==> config.mk <==
export PLATFORM = sky130hd
export DESIGN_NAME = rpsel_remap_out
export DESIGN_NICKNAME = d
export VERILOG_FILES = /design/src/rpsel_pkg.sv /design/src/rpsel_remap_out.sv
export SDC_FILE = /design/constraint.sdc
export NUM_CORES = 1
export LEC_CHECK = 0
export ABC_AREA = 1
export BUFFER_PORTS_ARGS = -buffer_cell sky130_fd_sc_hd__buf_2
export CORE_ASPECT_RATIO = 0.6
export CORE_MARGIN = 2
export CORE_UTILIZATION = 50
export DETAILED_ROUTE_END_ITERATION = 16
export PLACE_DENSITY_LB_ADDON = 0.1
export SLEW_MARGIN = 20
export SYNTH_ARGS = -nofsm -noshare
export SYNTH_HDL_FRONTEND = slang
export SYNTH_SLANG_ARGS = --single-unit
==> constraint.sdc <==
create_clock -name hclk -period 1.7 [get_ports hclk]
set_clock_uncertainty 0.2 [all_clocks]
set_input_delay 0.085 -clock hclk [delete_from_list [all_inputs] [get_ports hclk]]
set_output_delay 0.085 -clock hclk [all_outputs]
set_load 0.02 [all_outputs]
==> src/rpsel_pkg.sv <==
// package for the remappable output pin select bank
package rpsel_pkg;
    // ------------------------------------------------------------
    // register map (byte addresses on the ahb-lite bus)
    // ------------------------------------------------------------
    localparam int          NUM_REGS      = 8;
    localparam int          NUM_PINS      = 16;
    localparam int          SEL_W         = 6;
    localparam logic [11:0] ADDR_BASE     = 12'h000;
    localparam logic [11:0] ADDR_LAST     = 12'h01C;
    localparam int          IDX_LSB       = 2;
    localparam int          IDX_W         = 3;
    localparam int          HI_LSB        = 8;
    localparam int          LO_LSB        = 0;
    localparam logic [31:0] IMPL_MASK     = 32'h0000_3F3F;
    localparam logic [31:0] LO_FIELD_MASK = 32'h0000_003F;
    localparam logic [5:0]  SEL_NONE      = 6'h00;
    localparam logic [15:0] REG_RESET     = 16'h0000;
    localparam logic [2:0]  IDX_PINS_176_120 = 3'h5;
    localparam logic [1:0]  HTRANS_NONSEQ = 2'h2;
    localparam logic [1:0]  HTRANS_SEQ    = 2'h3;
    localparam logic [2:0]  HSIZE_WORD    = 3'h2;

    // ------------------------------------------------------------
    // carrier types
    // ------------------------------------------------------------
    typedef struct packed {
        logic        valid;
        logic        write;
        logic [IDX_W-1:0] idx;
        logic        mapped;
    } rpsel_addr_type;

    typedef struct packed {
        logic [SEL_W-1:0] hi_sel;
        logic [SEL_W-1:0] lo_sel;
    } rpsel_pair_type;
endpackage : rpsel_pkg

==> src/rpsel_remap_out.sv <==
// remappable output pin select register bank with ahb-lite slave
`timescale 1ns/100ps
`default_nettype none
// Summary of operation
// each register holds two 6-bit selects, bits 13:8 and bits 5:0.
// registers five to twelve serve fixed pin pairs; upper field drives first pin.
// bits 15:14 read zero, writes ignored.
// bits 7:6 read zero, writes discarded.
// select bits are read/write and clear to zero at reset.
// registers five to eight, and nine, exist only in some variants.
// lower field of register ten exists only in the largest variants.
// select zero leaves the pin on its default port function.
module rpsel_remap_out #(
    parameter bit HAS_REGS_5_8  = 1'b1,   // larger pin-count variant
    parameter bit HAS_REG_9     = 1'b1,   // narrower subset variant
    parameter bit HAS_PIN120    = 1'b1    // highest pin-count variant
) (
    input  wire logic        hclk,        // system clock, 200 mhz
    input  wire logic        hresetn,     // async reset, active low
    input  wire logic        hsel,        // slave select
    input  wire logic [11:0] haddr,       // byte address
    input  wire logic [1:0]  htrans,      // transfer type
    input  wire logic        hwrite,      // write when high
    input  wire logic [2:0]  hsize,       // transfer size
    input  wire logic [31:0] hwdata,      // write data
    input  wire logic        hready,      // bus ready in
    output logic      [31:0] hrdata,      // read data, registered
    output logic             hreadyout,   // always ready
    output logic             hresp,       // always okay
    output logic [95:0]      pin_func_sel,// 16 selects, pin order see note
    output logic [15:0]      pin_remap_en // select nonzero per pin
);
    // ------------------------------------------------------------
    // address decode
    // ------------------------------------------------------------
    function automatic logic reg_present(input logic [2:0] idx);
        // registers 5..8 sit at index 0..3, register 9 at index 4
        if (idx <= 3'h3) begin
            return HAS_REGS_5_8;
        end else if (idx == 3'h4) begin
            return HAS_REG_9;
        end else begin
            return 1'b1;
        end
    endfunction : reg_present

    function automatic logic [31:0] write_mask(input logic [2:0] idx);
        if (idx == rpsel_pkg::IDX_PINS_176_120 && !HAS_PIN120) begin
            return rpsel_pkg::IMPL_MASK & ~rpsel_pkg::LO_FIELD_MASK;
        end else begin
            return rpsel_pkg::IMPL_MASK;
        end
    endfunction : write_mask

    rpsel_pkg::rpsel_addr_type aph;
    rpsel_pkg::rpsel_addr_type dph_r;
    logic [15:0]               regs_r [rpsel_pkg::NUM_REGS];
    logic                      in_range;

    always_comb begin
        in_range   = 1'b0;
        aph.valid  = 1'b0;
        aph.write  = hwrite;
        aph.idx    = haddr[rpsel_pkg::IDX_LSB +: rpsel_pkg::IDX_W];
        aph.mapped = 1'b0;
        if (haddr >= rpsel_pkg::ADDR_BASE && haddr <= rpsel_pkg::ADDR_LAST) begin
            in_range = 1'b1;
        end
        if (hsel && hready &&
            (htrans == rpsel_pkg::HTRANS_NONSEQ || htrans == rpsel_pkg::HTRANS_SEQ)) begin
            aph.valid  = 1'b1;
            aph.mapped = in_range && reg_present(aph.idx) &&
                         (haddr[1:0] == 2'b00) && (hsize == rpsel_pkg::HSIZE_WORD);
        end
    end

    always_ff @(posedge hclk or negedge hresetn) begin
        if (!hresetn) begin
            dph_r <= '0;
        end else begin
            dph_r <= aph;
        end
    end

    // ------------------------------------------------------------
    // select registers
    // ------------------------------------------------------------
    // write lands at the end of the data phase; unimplemented bits never store
    always_ff @(posedge hclk or negedge hresetn) begin
        if (!hresetn) begin
            for (int i = 0; i < rpsel_pkg::NUM_REGS; i++) begin
                regs_r[i] <= rpsel_pkg::REG_RESET;
            end
        end else if (dph_r.valid && dph_r.write && dph_r.mapped) begin
            regs_r[dph_r.idx] <= 16'(hwdata & write_mask(dph_r.idx));
        end
    end

    // ------------------------------------------------------------
    // bus answers
    // ------------------------------------------------------------
    // read data is registered in the address phase, so it stands in the data phase
    always_ff @(posedge hclk or negedge hresetn) begin
        if (!hresetn) begin
            hrdata <= '0;
        end else if (aph.valid && !aph.write && aph.mapped) begin
            hrdata <= 32'(regs_r[aph.idx]) & write_mask(aph.idx);
        end else begin
            hrdata <= '0;
        end
    end

    always_ff @(posedge hclk or negedge hresetn) begin
        if (!hresetn) begin
            hreadyout <= 1'b1;
            hresp     <= 1'b0;
        end else begin
            hreadyout <= 1'b1;
            hresp     <= 1'b0;
        end
    end

    // ------------------------------------------------------------
    // pin outputs
    // ------------------------------------------------------------
    // pin k = 2*reg + 0 is the upper (first) pin, 2*reg + 1 the lower
    // note: outputs lag a register write by one cycle, keeping them flop-driven
    for (genvar g = 0; g < rpsel_pkg::NUM_REGS; g++) begin : g_pins
        rpsel_pkg::rpsel_pair_type pair;
        assign pair.hi_sel = regs_r[g][rpsel_pkg::HI_LSB +: rpsel_pkg::SEL_W];
        assign pair.lo_sel = regs_r[g][rpsel_pkg::LO_LSB +: rpsel_pkg::SEL_W];
        always_ff @(posedge hclk or negedge hresetn) begin
            if (!hresetn) begin
                pin_func_sel[12*g +: 12] <= '0;
                pin_remap_en[2*g +: 2]   <= '0;
            end else begin
                pin_func_sel[12*g +: 12] <= {pair.lo_sel, pair.hi_sel};
                pin_remap_en[2*g]        <= pair.hi_sel != rpsel_pkg::SEL_NONE;
                pin_remap_en[2*g+1]      <= pair.lo_sel != rpsel_pkg::SEL_NONE;
            end
        end
    end

    // one copy per register: a fault in one pair must not hide behind
    // the pair that the single-slot checks above look at
    for (genvar c = 0; c < rpsel_pkg::NUM_REGS; c++) begin : g_chk

    end
endmodule : rpsel_remap_out
`default_nettype wire

==> qor.txt, run 1 <==
GPL Wtd Cong: 0.9073
CP Class: in2reg
Arrival @ worst endpoint: 1.81 ns
initial antenna violation count: 0
Crit. path cell count: 7
ant diodes: 0
num rows: 36
drt pass-1 iters: 5
Slowest-stage cell, CP: dlygate4sd3_1
share of cells above drive strength 1: 22.39%
YS warnings: 0
max frequency: 631.7 MHz
worst hold stages: 8
drt drc: 0
Final nets: 1037
Chip Width: 170.2 um
VDD IR max: 631.1 uV
Bufs and invs on worst path: 4
largest net degree at the start of global routing: 58
dpl hpwl: 15160 um
Clk pin slew, worst setup/hold paths: 0.07 ns
Max Cap Viol: 0
Power Internal: 8375 uW
DIE HEIGHT: 103.7 um
Period minus WS final: 1.583 ns
switching pwr: 2353 uW
1st-iter DRT viols: 563
die area: 17650 um2
slowest stage delay, CP: 0.57 ns
routed via count: 6265
mean area per synthesized cell: 10.50 um2
RSZ-0062 raised after global routing: false
vias in the first global route: 5954
final setup TNS: 0 ns
status: finished, violations left
Max Root-Sink Buffers: 3
routing usage on met3: 5.502%
fin area: 10300 um2
endpoints failing hold: 1
commonest non-fill, non-tap cell in the layout: dfrtp_1
Cells after Synth: 789
Top Ports: 200
Antenna Violating Nets Remaining: 0
Cell Chain, Critical Path: dlygate4sd3_1 > buf_2 > nor2_1 > nand3_1 > nor2_2 > buf_6 > dlygate4sd3_1
Worst-Skew Late Latency: 0.50 ns
clock network fraction of total power: 44.6%
most frequent cells in the layout: dfrtp_1, nand2_1, buf_2
Synth cell types: 21
Core Box Area: 16220 um2
GRT met2 Usage: 34.84%
Seq pwr share: 50.3%
minimum hold slack: -0.02225 ns
crit-path most repeated cell: dlygate4sd3_1
kind of end point of the critical path: register
clk sink count: 226
Final Util: 63.53%
Via density: 5.199
Worst Reg-to-Reg Cells: 6
family with the most delay on the worst path: buffers and inverters
Logic pwr share: 5.1%
met1 Usage GRT: 42.56%
first-pass GRT wire length: 34400 um
all-layer global routing usage: 25.80%
largest fanout on the critical path: 3
register bit total from synthesis: 226
critical path launch point type: input port
GRT busiest layer: met1
power per cell area: 1041 nW/um2
cts bufs inserted: 21
leakage power: 0.004749 uW
gr ovfl total: 0
Starting Density: 51.09%
H-tree depth: 1
Synth-to-Final Area Change: 24.36%
clk root buf: clkbuf_16
CTS tree: yes
Worst-Margin Slew: 0.5290 ns
final setup violation count: 0
Req. time, crit path: 1.93 ns
Hold Path Class: in2reg
R2R Setup Slk: 0.19 ns
wire length per cell after detailed routing: 18.58 um
Max Slew Vio Count: 0
Seq/Total Area, Yosys: 68.27%
final std cells w/o fill: 1205
Switching Share: 21.93%
mapped cell area: 8284 um2
Area after DPL: 9255 um2
# port buffers: 156
failing checks: hold timing
drt total wl: 22390 um
placed insts: 1135
headroom to the max-slew limit: 64.70%
Tcrit/Tclk final: 93.12%
-- per-stage QoR --
stage	power, uW	worst slack (ns)
detailed placement	5976	0.2299
CTS	10770	0.07050
finish	10730	0.1169
global placement	5969	0.3008
global route	11070	0.04891
floorplan	5750	0.3494
-- sequential cells by signal, indices dropped and copies added, names as in the netlist --
name	count
g_pins.pair	96
pin_remap_en	16
pin_func_sel	96
hrdata	12
dph_r	6
-- power groups by stage --
stage / clock [uW] / sequential (uW) / combinational, uW
4_1_cts: 4840 / 5390 / 541
6_report: 4790 / 5390 / 546
2_1_floorplan: 0 / 5490 / 257
5_1_grt: 5080 / 5390 / 607
3_3_place_gp: 0 / 5490 / 478
3_5_place_dp: 0 / 5490 / 484
-- Yosys cell counts --
cell type,count,area [um2]
buf_2,9,45.04
buf_4,33,247.7
clkbuf_1,6,22.52
nor2_1,45,168.9
clkbuf_2,6,30.03
nand2_1,217,814.5
nand3_4,1,17.52
dfrtp_1,226,5655
nand4_1,1,6.260
inv_1,36,135.1
nor2_4,2,22.52
a21oi_1,29,145.1
clkinv_4,1,8.760
nor4_1,15,93.84
nand3_1,64,320.3
conb_1,2,7.510
o21ai_0,82,410.4
nor2_2,2,12.51
buf_6,3,33.78
inv_2,3,11.26
nand4_2,6,75.07
-- worst paths after layout --
kind	from	end
min in group asynchronous	hresetn	pin_func_sel[95]
min reg2reg	g_pins[1].pair[2]	pin_func_sel[20]
max	hsize[0]	dph_r[0]
min	hsel	hrdata[0]
max reg2reg	dph_r[3]	g_pins[3].pair[3]
max in group asynchronous	hresetn	hrdata[8]
-- layout make-up --
class	count	area, um2
inverter	40	155.1
tap	209	261.5
timing repair buffer	208	1355
clock inverter	6	86.33
multi-input combinational	486	2170
clock buffer	30	619.3
sequential	226	5655
fill	1292	5913
-- what timing repair did --
action	4_1_cts	5_1_grt
setup endpoints to repair	0	1
buffers inserted	0	1
endpoints found under the hold margin	340	0
hold buffers	33	0
gates resized for setup	0	1
-- kinds of logic (layout without fill, tap and decap cells) --
family,count (synthesis),in the layout,share of synthesized area (%)
and+or+nand+nor,353,353,18.49
AOI/OAI and AO/OA,111,111,6.706
DFF,226,226,68.27
buffers and inverters,97,284,6.449
other,2,22,0.09065
-- per-layer routing --
| layer | routed length [um] | vias to the layer above |
|---|---|---|
| met3 | 2013 | 27 |
| met2 | 9114 | 325 |
| li1 | - | 2893 |
| met4 | 366 | 0 |
| met5 | 0 | - |
| met1 | 10900 | 3020 |
-- worst register-to-register path: stages (launching register included) --
cell	delay, ns
dfrtp_1	0.45
inv_2	0.12
nand3_1	0.14
nor2_4	0.14
buf_12	0.16
nor2_1	0.07
a21oi_1	0.15
Note: power is estimated with default switching activity, not from simulation.
==> inputs of run 2 (changes only) <==
- CORE_UTILIZATION: 50 -> 53
==> qor.txt, run 2 (synthesis gave the netlist of run 1 again) <==
VDD IR max: 611.1 uV (was 631.1 uV)
wire length per cell after detailed routing: 18.37 um (was 18.58 um)
final std cells w/o fill: 1196 (was 1205)
DIE HEIGHT: 100.8 um (was 103.7 um)
Max Used Layer: met4 (unchanged)
clk root buf: clkbuf_16 (unchanged)
final setup violation count: 0 (unchanged)
CP Class: in2reg (unchanged)
Synth-to-Final Area Change: 22.66% (was 24.36%)
Hold Path Class: in2reg (unchanged)
Reg area: 5655 um2 (unchanged)
WL met3: 2506 um (was 2013 um)
fill count: 1252 (was 1292)
RSZ-0062 raised after global routing: false (unchanged)
gr ovfl total: 0 (unchanged)
Final nets: 1034 (was 1037)
Period minus WS final: 1.672 ns (was 1.583 ns)
Via density: 5.234 (was 5.199)
all-layer global routing usage: 27.04% (was 25.80%)
routed via count: 6260 (was 6265)
fin area: 10160 um2 (was 10300 um2)
GPL Wtd Cong: 0.8501 (was 0.9073)
largest net degree at the start of global routing: 48 (was 58)
clk sink count: 226 (unchanged)
num rows: 35 (was 36)
vias in the first global route: 5828 (was 5954)
Resized cells post-CTS: 0 (unchanged)
max frequency: 598.2 MHz (was 631.7 MHz)
Req. time, crit path: 1.92 ns (was 1.93 ns)
Tcrit/Tclk final: 98.34% (was 93.12%)
Area after DPL: 9274 um2 (was 9255 um2)
1st-iter DRT viols: 602 (was 563)
drt drc: 0 (unchanged)
Max Root-Sink Buffers: 3 (unchanged)
endpoints failing hold: 0 (was 1)
wire length on met1: 9987 um (was 10900 um)
minimum hold slack: 0.03055 ns (was -0.02225 ns)
ant diodes: 0 (unchanged)
critical path launch point type: input port (unchanged)
Core Box Area: 15330 um2 (was 16220 um2)
Max Cap Viol: 0 (unchanged)
Setup WS pre-CTS: 0.2513 ns (was 0.2299 ns)
Multi-input gate area: 2170 um2 (unchanged)
placed insts: 1136 (was 1135)
Clk pin slew, worst setup/hold paths: 0.07 ns (about the same)
worst setup margin: 0.02819 ns (was 0.1169 ns)
leakage power: 0.004707 uW (was 0.004749 uW)
Chip Width: 165.4 um (was 170.2 um)
Top Ports: 200 (unchanged)
CTS tree: yes (unchanged)
power per cell area: 1018 nW/um2 (was 1041 nW/um2)
status: finished, final reports clean (was finished, violations left)
final setup TNS: 0 ns (unchanged)
Max Slew Vio Count: 0 (unchanged)
most frequent cells in the layout: dfrtp_1, nand2_1, buf_2 (unchanged)
first-pass GRT wire length: 33560 um (was 34400 um)
largest fanout on the critical path: 13 (was 3)
dpl hpwl: 15130 um (was 15160 um)
Starting Density: 54.05% (was 51.09%)
Arrival @ worst endpoint: 1.89 ns (was 1.81 ns)
die area: 16680 um2 (was 17650 um2)
commonest non-fill, non-tap cell in the layout: dfrtp_1 (unchanged)
met2 WL post-DR: 9268 um (was 9114 um)
Worst-Skew Late Latency: 0.49 ns (was 0.50 ns)
kind of end point of the critical path: register (unchanged)
Antenna Violating Nets Remaining: 0 (unchanged)
drt pass-1 iters: 7 (was 5)
# port buffers: 156 (unchanged)
drt total wl: 21970 um (was 22390 um)
cts bufs inserted: 20 (was 21)
initial antenna violation count: 0 (unchanged)
share of cells above drive strength 1: 22.86% (was 22.39%)
H-tree depth: 1 (unchanged)
==> run 2: cell types whose count changed in the layout (fill, tap and decap cells not counted) <==
cell / before / now
clkbuf_1: 3 / 4
bufinv_16: 2 / 1
dlygate4sd3_1: 33 / 25
clkbuf_8: 6 / 3
buf_4: 11 / 20
clkinv_2: 2 / 6
buf_6: 1 / 0
buf_12: 7 / 5
buf_8: 1 / 0
clkinvlp_4: 1 / 0
==> run 2: per-layer routing <==
layer | global-route usage, % | vias to the layer above
li1 | - | 2885
met1 | 43.25 | 3011
met2 | 38.40 | 347
met3 | 7.363 | 17
met4 | 3.117 | 0
met5 | 0 | -
==> run 2: power breakdown <==
group / total (uW) / internal (uW) / leakage [uW] / switching [uW]
clock network: 4410 / 2510 / 0.000320 / 1910
logic: 536 / 148 / 0.00233 / 388
registers: 5390 / 5380 / 0.00206 / 8.84
==> run 2: layout make-up <==
type	instances	area share [%]
multi-input cells	486	21.35
clock buffers	27	5.590
well taps	203	2.500
repair buffers	206	12.70
flip-flops and latches	226	55.66
inverters	40	1.527
clock inverters	8	0.6773
==> run 2: metrics by stage <==
step                utilization (%)  power [uW]
floorplan                         -        5750
global placement              60.51        5970
detailed placement            60.51        5980
CTS                           66.29       10390
global route                  66.29       10690
finish                        66.29       10340
==> run 2: critical path, cell delays in order <==
cell	delay, ns
dlygate4sd3_1	0.54
buf_2	0.13
nor2_1	0.11
nand3_1	0.09
nor2_2	0.11
buf_4	0.20
dlygate4sd3_1	0.62
==> run 2: path summary, 6_finish.rpt <==
kind                       depth (start not counted)                 to         startpoint  slack [ns]
setup / recovery                                   7           dph_r[0]           hsize[0]        0.03
hold / removal                                     9         hrdata[13]           haddr[6]        0.03
setup reg to reg                                   5  g_pins[0].pair[6]           dph_r[1]        0.22
hold reg to reg                                    0   pin_func_sel[20]  g_pins[1].pair[2]        0.21
max in group asynchronous                          4   pin_func_sel[84]            hresetn        0.27
min in group asynchronous                          3   pin_func_sel[93]            hresetn        0.42
==> run 2: what timing repair did <==
item	in CTS	in global routing
endpoints found under the hold margin	337	0
setup buffers	0	0
hold buffers	25	0
==> inputs of run 3 (changes only) <==
==> constraint.sdc (replaced) <==
create_clock -name hclk -period 1.7 [get_ports hclk]
set_clock_uncertainty 0.2 [all_clocks]
set_input_delay 0.51 -clock hclk [delete_from_list [all_inputs] [get_ports hclk]]
set_output_delay 0.51 -clock hclk [all_outputs]
set_load 0.02 [all_outputs]
==> qor.txt, run 3 (synthesis gave the netlist of run 1 again) <==
slowest stage delay, CP: 0.42 ns (was 0.62 ns)
most frequent cells in the layout: dfrtp_1, nand2_1, buf_6 (was dfrtp_1, nand2_1, buf_2)
GPL Wtd Cong: 0.8854 (was 0.8501)
status: finished, violations left (was finished, final reports clean)
Req. time, crit path: 0.99 ns (was 1.92 ns)
power per cell area: 967.1 nW/um2 (was 1018 nW/um2)
routed via count: 6249 (was 6260)
H-tree depth: 1 (unchanged)
DIE HEIGHT: 100.8 um (unchanged)
fin area: 10900 um2 (was 10160 um2)
Antenna Violating Nets Remaining: 0 (unchanged)
wire length per cell after detailed routing: 18.85 um (was 18.37 um)
max frequency: 567.6 MHz (was 598.2 MHz)
Post-CTS Setup Bufs: 0 (unchanged)
Synth-to-Final Area Change: 31.57% (was 22.66%)
Tcrit/Tclk final: 103.6% (was 98.34%)
cts bufs inserted: 20 (unchanged)
gr ovfl total: 0 (unchanged)
share of cells above drive strength 1: 24.00% (was 22.86%)
clk sink count: 226 (unchanged)
first-pass GRT wire length: 34760 um (was 33560 um)
final setup violation count: 84 (was 0)
Starting Density: 54.05% (unchanged)
initial antenna violation count: 1 (was 0)
Via density: 5.287 (was 5.234)
largest net degree at the start of global routing: 48 (unchanged)
Clk pin slew, worst setup/hold paths: 0.07 ns (about the same)
critical path launch point type: register (was input port)
drt drc: 0 (unchanged)
worst setup margin: -0.06177 ns (was 0.02819 ns)
Final Util: 71.11% (was 66.29%)
CTS tree: yes (unchanged)
commonest non-fill, non-tap cell in the layout: dfrtp_1 (unchanged)
Chip Width: 165.4 um (unchanged)
Top Ports: 200 (unchanged)
drt total wl: 22280 um (was 21970 um)
endpoints failing hold: 0 (unchanged)
clk root buf: clkbuf_16 (unchanged)
Period minus WS final: 1.762 ns (was 1.672 ns)
final setup TNS: -1.525 ns (was 0 ns)
Slowest-stage cell, CP: dfrtp_1 (was dlygate4sd3_1)
Worst-Skew Late Latency: 0.50 ns (was 0.49 ns)
all-layer global routing usage: 28.17% (was 27.04%)
ant diodes: 0 (unchanged)
family with the most delay on the worst path: flip-flops (was buffers and inverters)
Max Slew Vio Count: 0 (unchanged)
Cell Chain, Critical Path: buf_6 (was dlygate4sd3_1 > buf_2 > nor2_1 > nand3_1 > nor2_2 > buf_4 > dlygate4sd3_1)
Bufs and invs on worst path: 1 (was 4)
VDD IR max: 749.1 uV (was 611.1 uV)
Reg area: 5655 um2 (unchanged)
drt pass-1 iters: 7 (unchanged)
dpl hpwl: 15820 um (was 15130 um)
vias in the first global route: 6107 (was 5828)
kind of end point of the critical path: output port (was register)
Final nets: 1020 (was 1034)
fill count: 1103 (was 1252)
1st-iter DRT viols: 600 (was 602)
total chip power: 10540 uW (was 10340 uW)
die area: 16680 um2 (unchanged)
Arrival @ worst endpoint: 1.05 ns (was 1.89 ns)
num rows: 35 (unchanged)
# port buffers: 156 (unchanged)
Core Box Area: 15330 um2 (unchanged)
Multi-input gate area: 2170 um2 (unchanged)
Hold Path Class: in2reg (unchanged)
leakage power: 0.005101 uW (was 0.004707 uW)
Area after DPL: 9429 um2 (was 9274 um2)
Max Root-Sink Buffers: 3 (unchanged)
largest fanout on the critical path: 1 (was 13)
failing checks: setup timing
Setup WS pre-CTS: -0.01689 ns (was 0.2513 ns)
RSZ-0062 raised after global routing: true (was false)
CP Class: reg2out (was in2reg)
Max Cap Viol: 0 (unchanged)
-- run 3: changes by cell type in the layout (fill, tap and decap cells not counted), moves of 5 or more --
cell / before / now
buf_2: 155 / 31
buf_6: 0 / 124
dlygate4sd3_1: 25 / 2
buf_12: 5 / 12
clkinv_2: 6 / 1
-- run 3: repair_timing --
item	CTS	global route
hold buffers	2	0
setup endpoints to repair	124	124
pin swaps	0	0
endpoints found under the hold margin	35	0
resized for setup	248	0
-- run 3: where the power goes --
part	internal, uW	total, uW	switching (uW)
Clock	2710	4610	1900
Sequential	5380	5390	8.68
Combinational	148	539	391
-- run 3: per-layer routing --
| metal | global-route usage (%) | vias up | part of all wire, % |
|---|---|---|---|
| met4 | 7.692 | 2 | 2.6 |
| li1 | - | 2873 | - |
| met3 | 6.746 | 48 | 9.8 |
| met1 | 44.44 | 3013 | 45 |
| met5 | 0 | - | 0.049 |
| met2 | 39.20 | 313 | 42 |
-- run 3: worst register-to-register path, delay by kind of cell, from the launching register on --
kind	cells	cell delay, ns
flops	1	0.44
buf+inv	2	0.42
compound gates	1	0.22
simple gates	1	0.15
-- run 3: stage by stage --
step,cells,hold WS (ns)
3_3_place_gp,1145,0.1888
3_5_place_dp,1145,0.2056
6_report,1182,0.03830
4_1_cts,1182,0.02940
2_1_floorplan,809,0.01441
5_1_grt,1182,0.04191
-- run 3: path summary, 6_finish.rpt --
| check | startpoint | to | slack (ns) | cells after the start |
|---|---|---|---|---|
| max in group asynchronous | hresetn | pin_func_sel[88] | 0.40 | 3 |
| setup reg to reg | dph_r[1] | g_pins[0].pair[6] | 0.16 | 4 |
| hold / removal | htrans[1] | dph_r[5] | 0.04 | 3 |
| hold reg to reg | g_pins[1].pair[3] | pin_func_sel[21] | 0.22 | 0 |
| setup / recovery | hrdata[11] | hrdata[11] | -0.06 | 1 |
| min in group asynchronous | hresetn | pin_func_sel[68] | 0.32 | 2 |
-- run 3: final cells by class --
class,count,area share [%]
well taps,203,2.330
repair buffers,192,18.26
inverters,40,1.423
flip-flops and latches,226,51.89
clock inverters,6,0.8151
clock buffers,29,5.373
multi-input cells,486,19.91
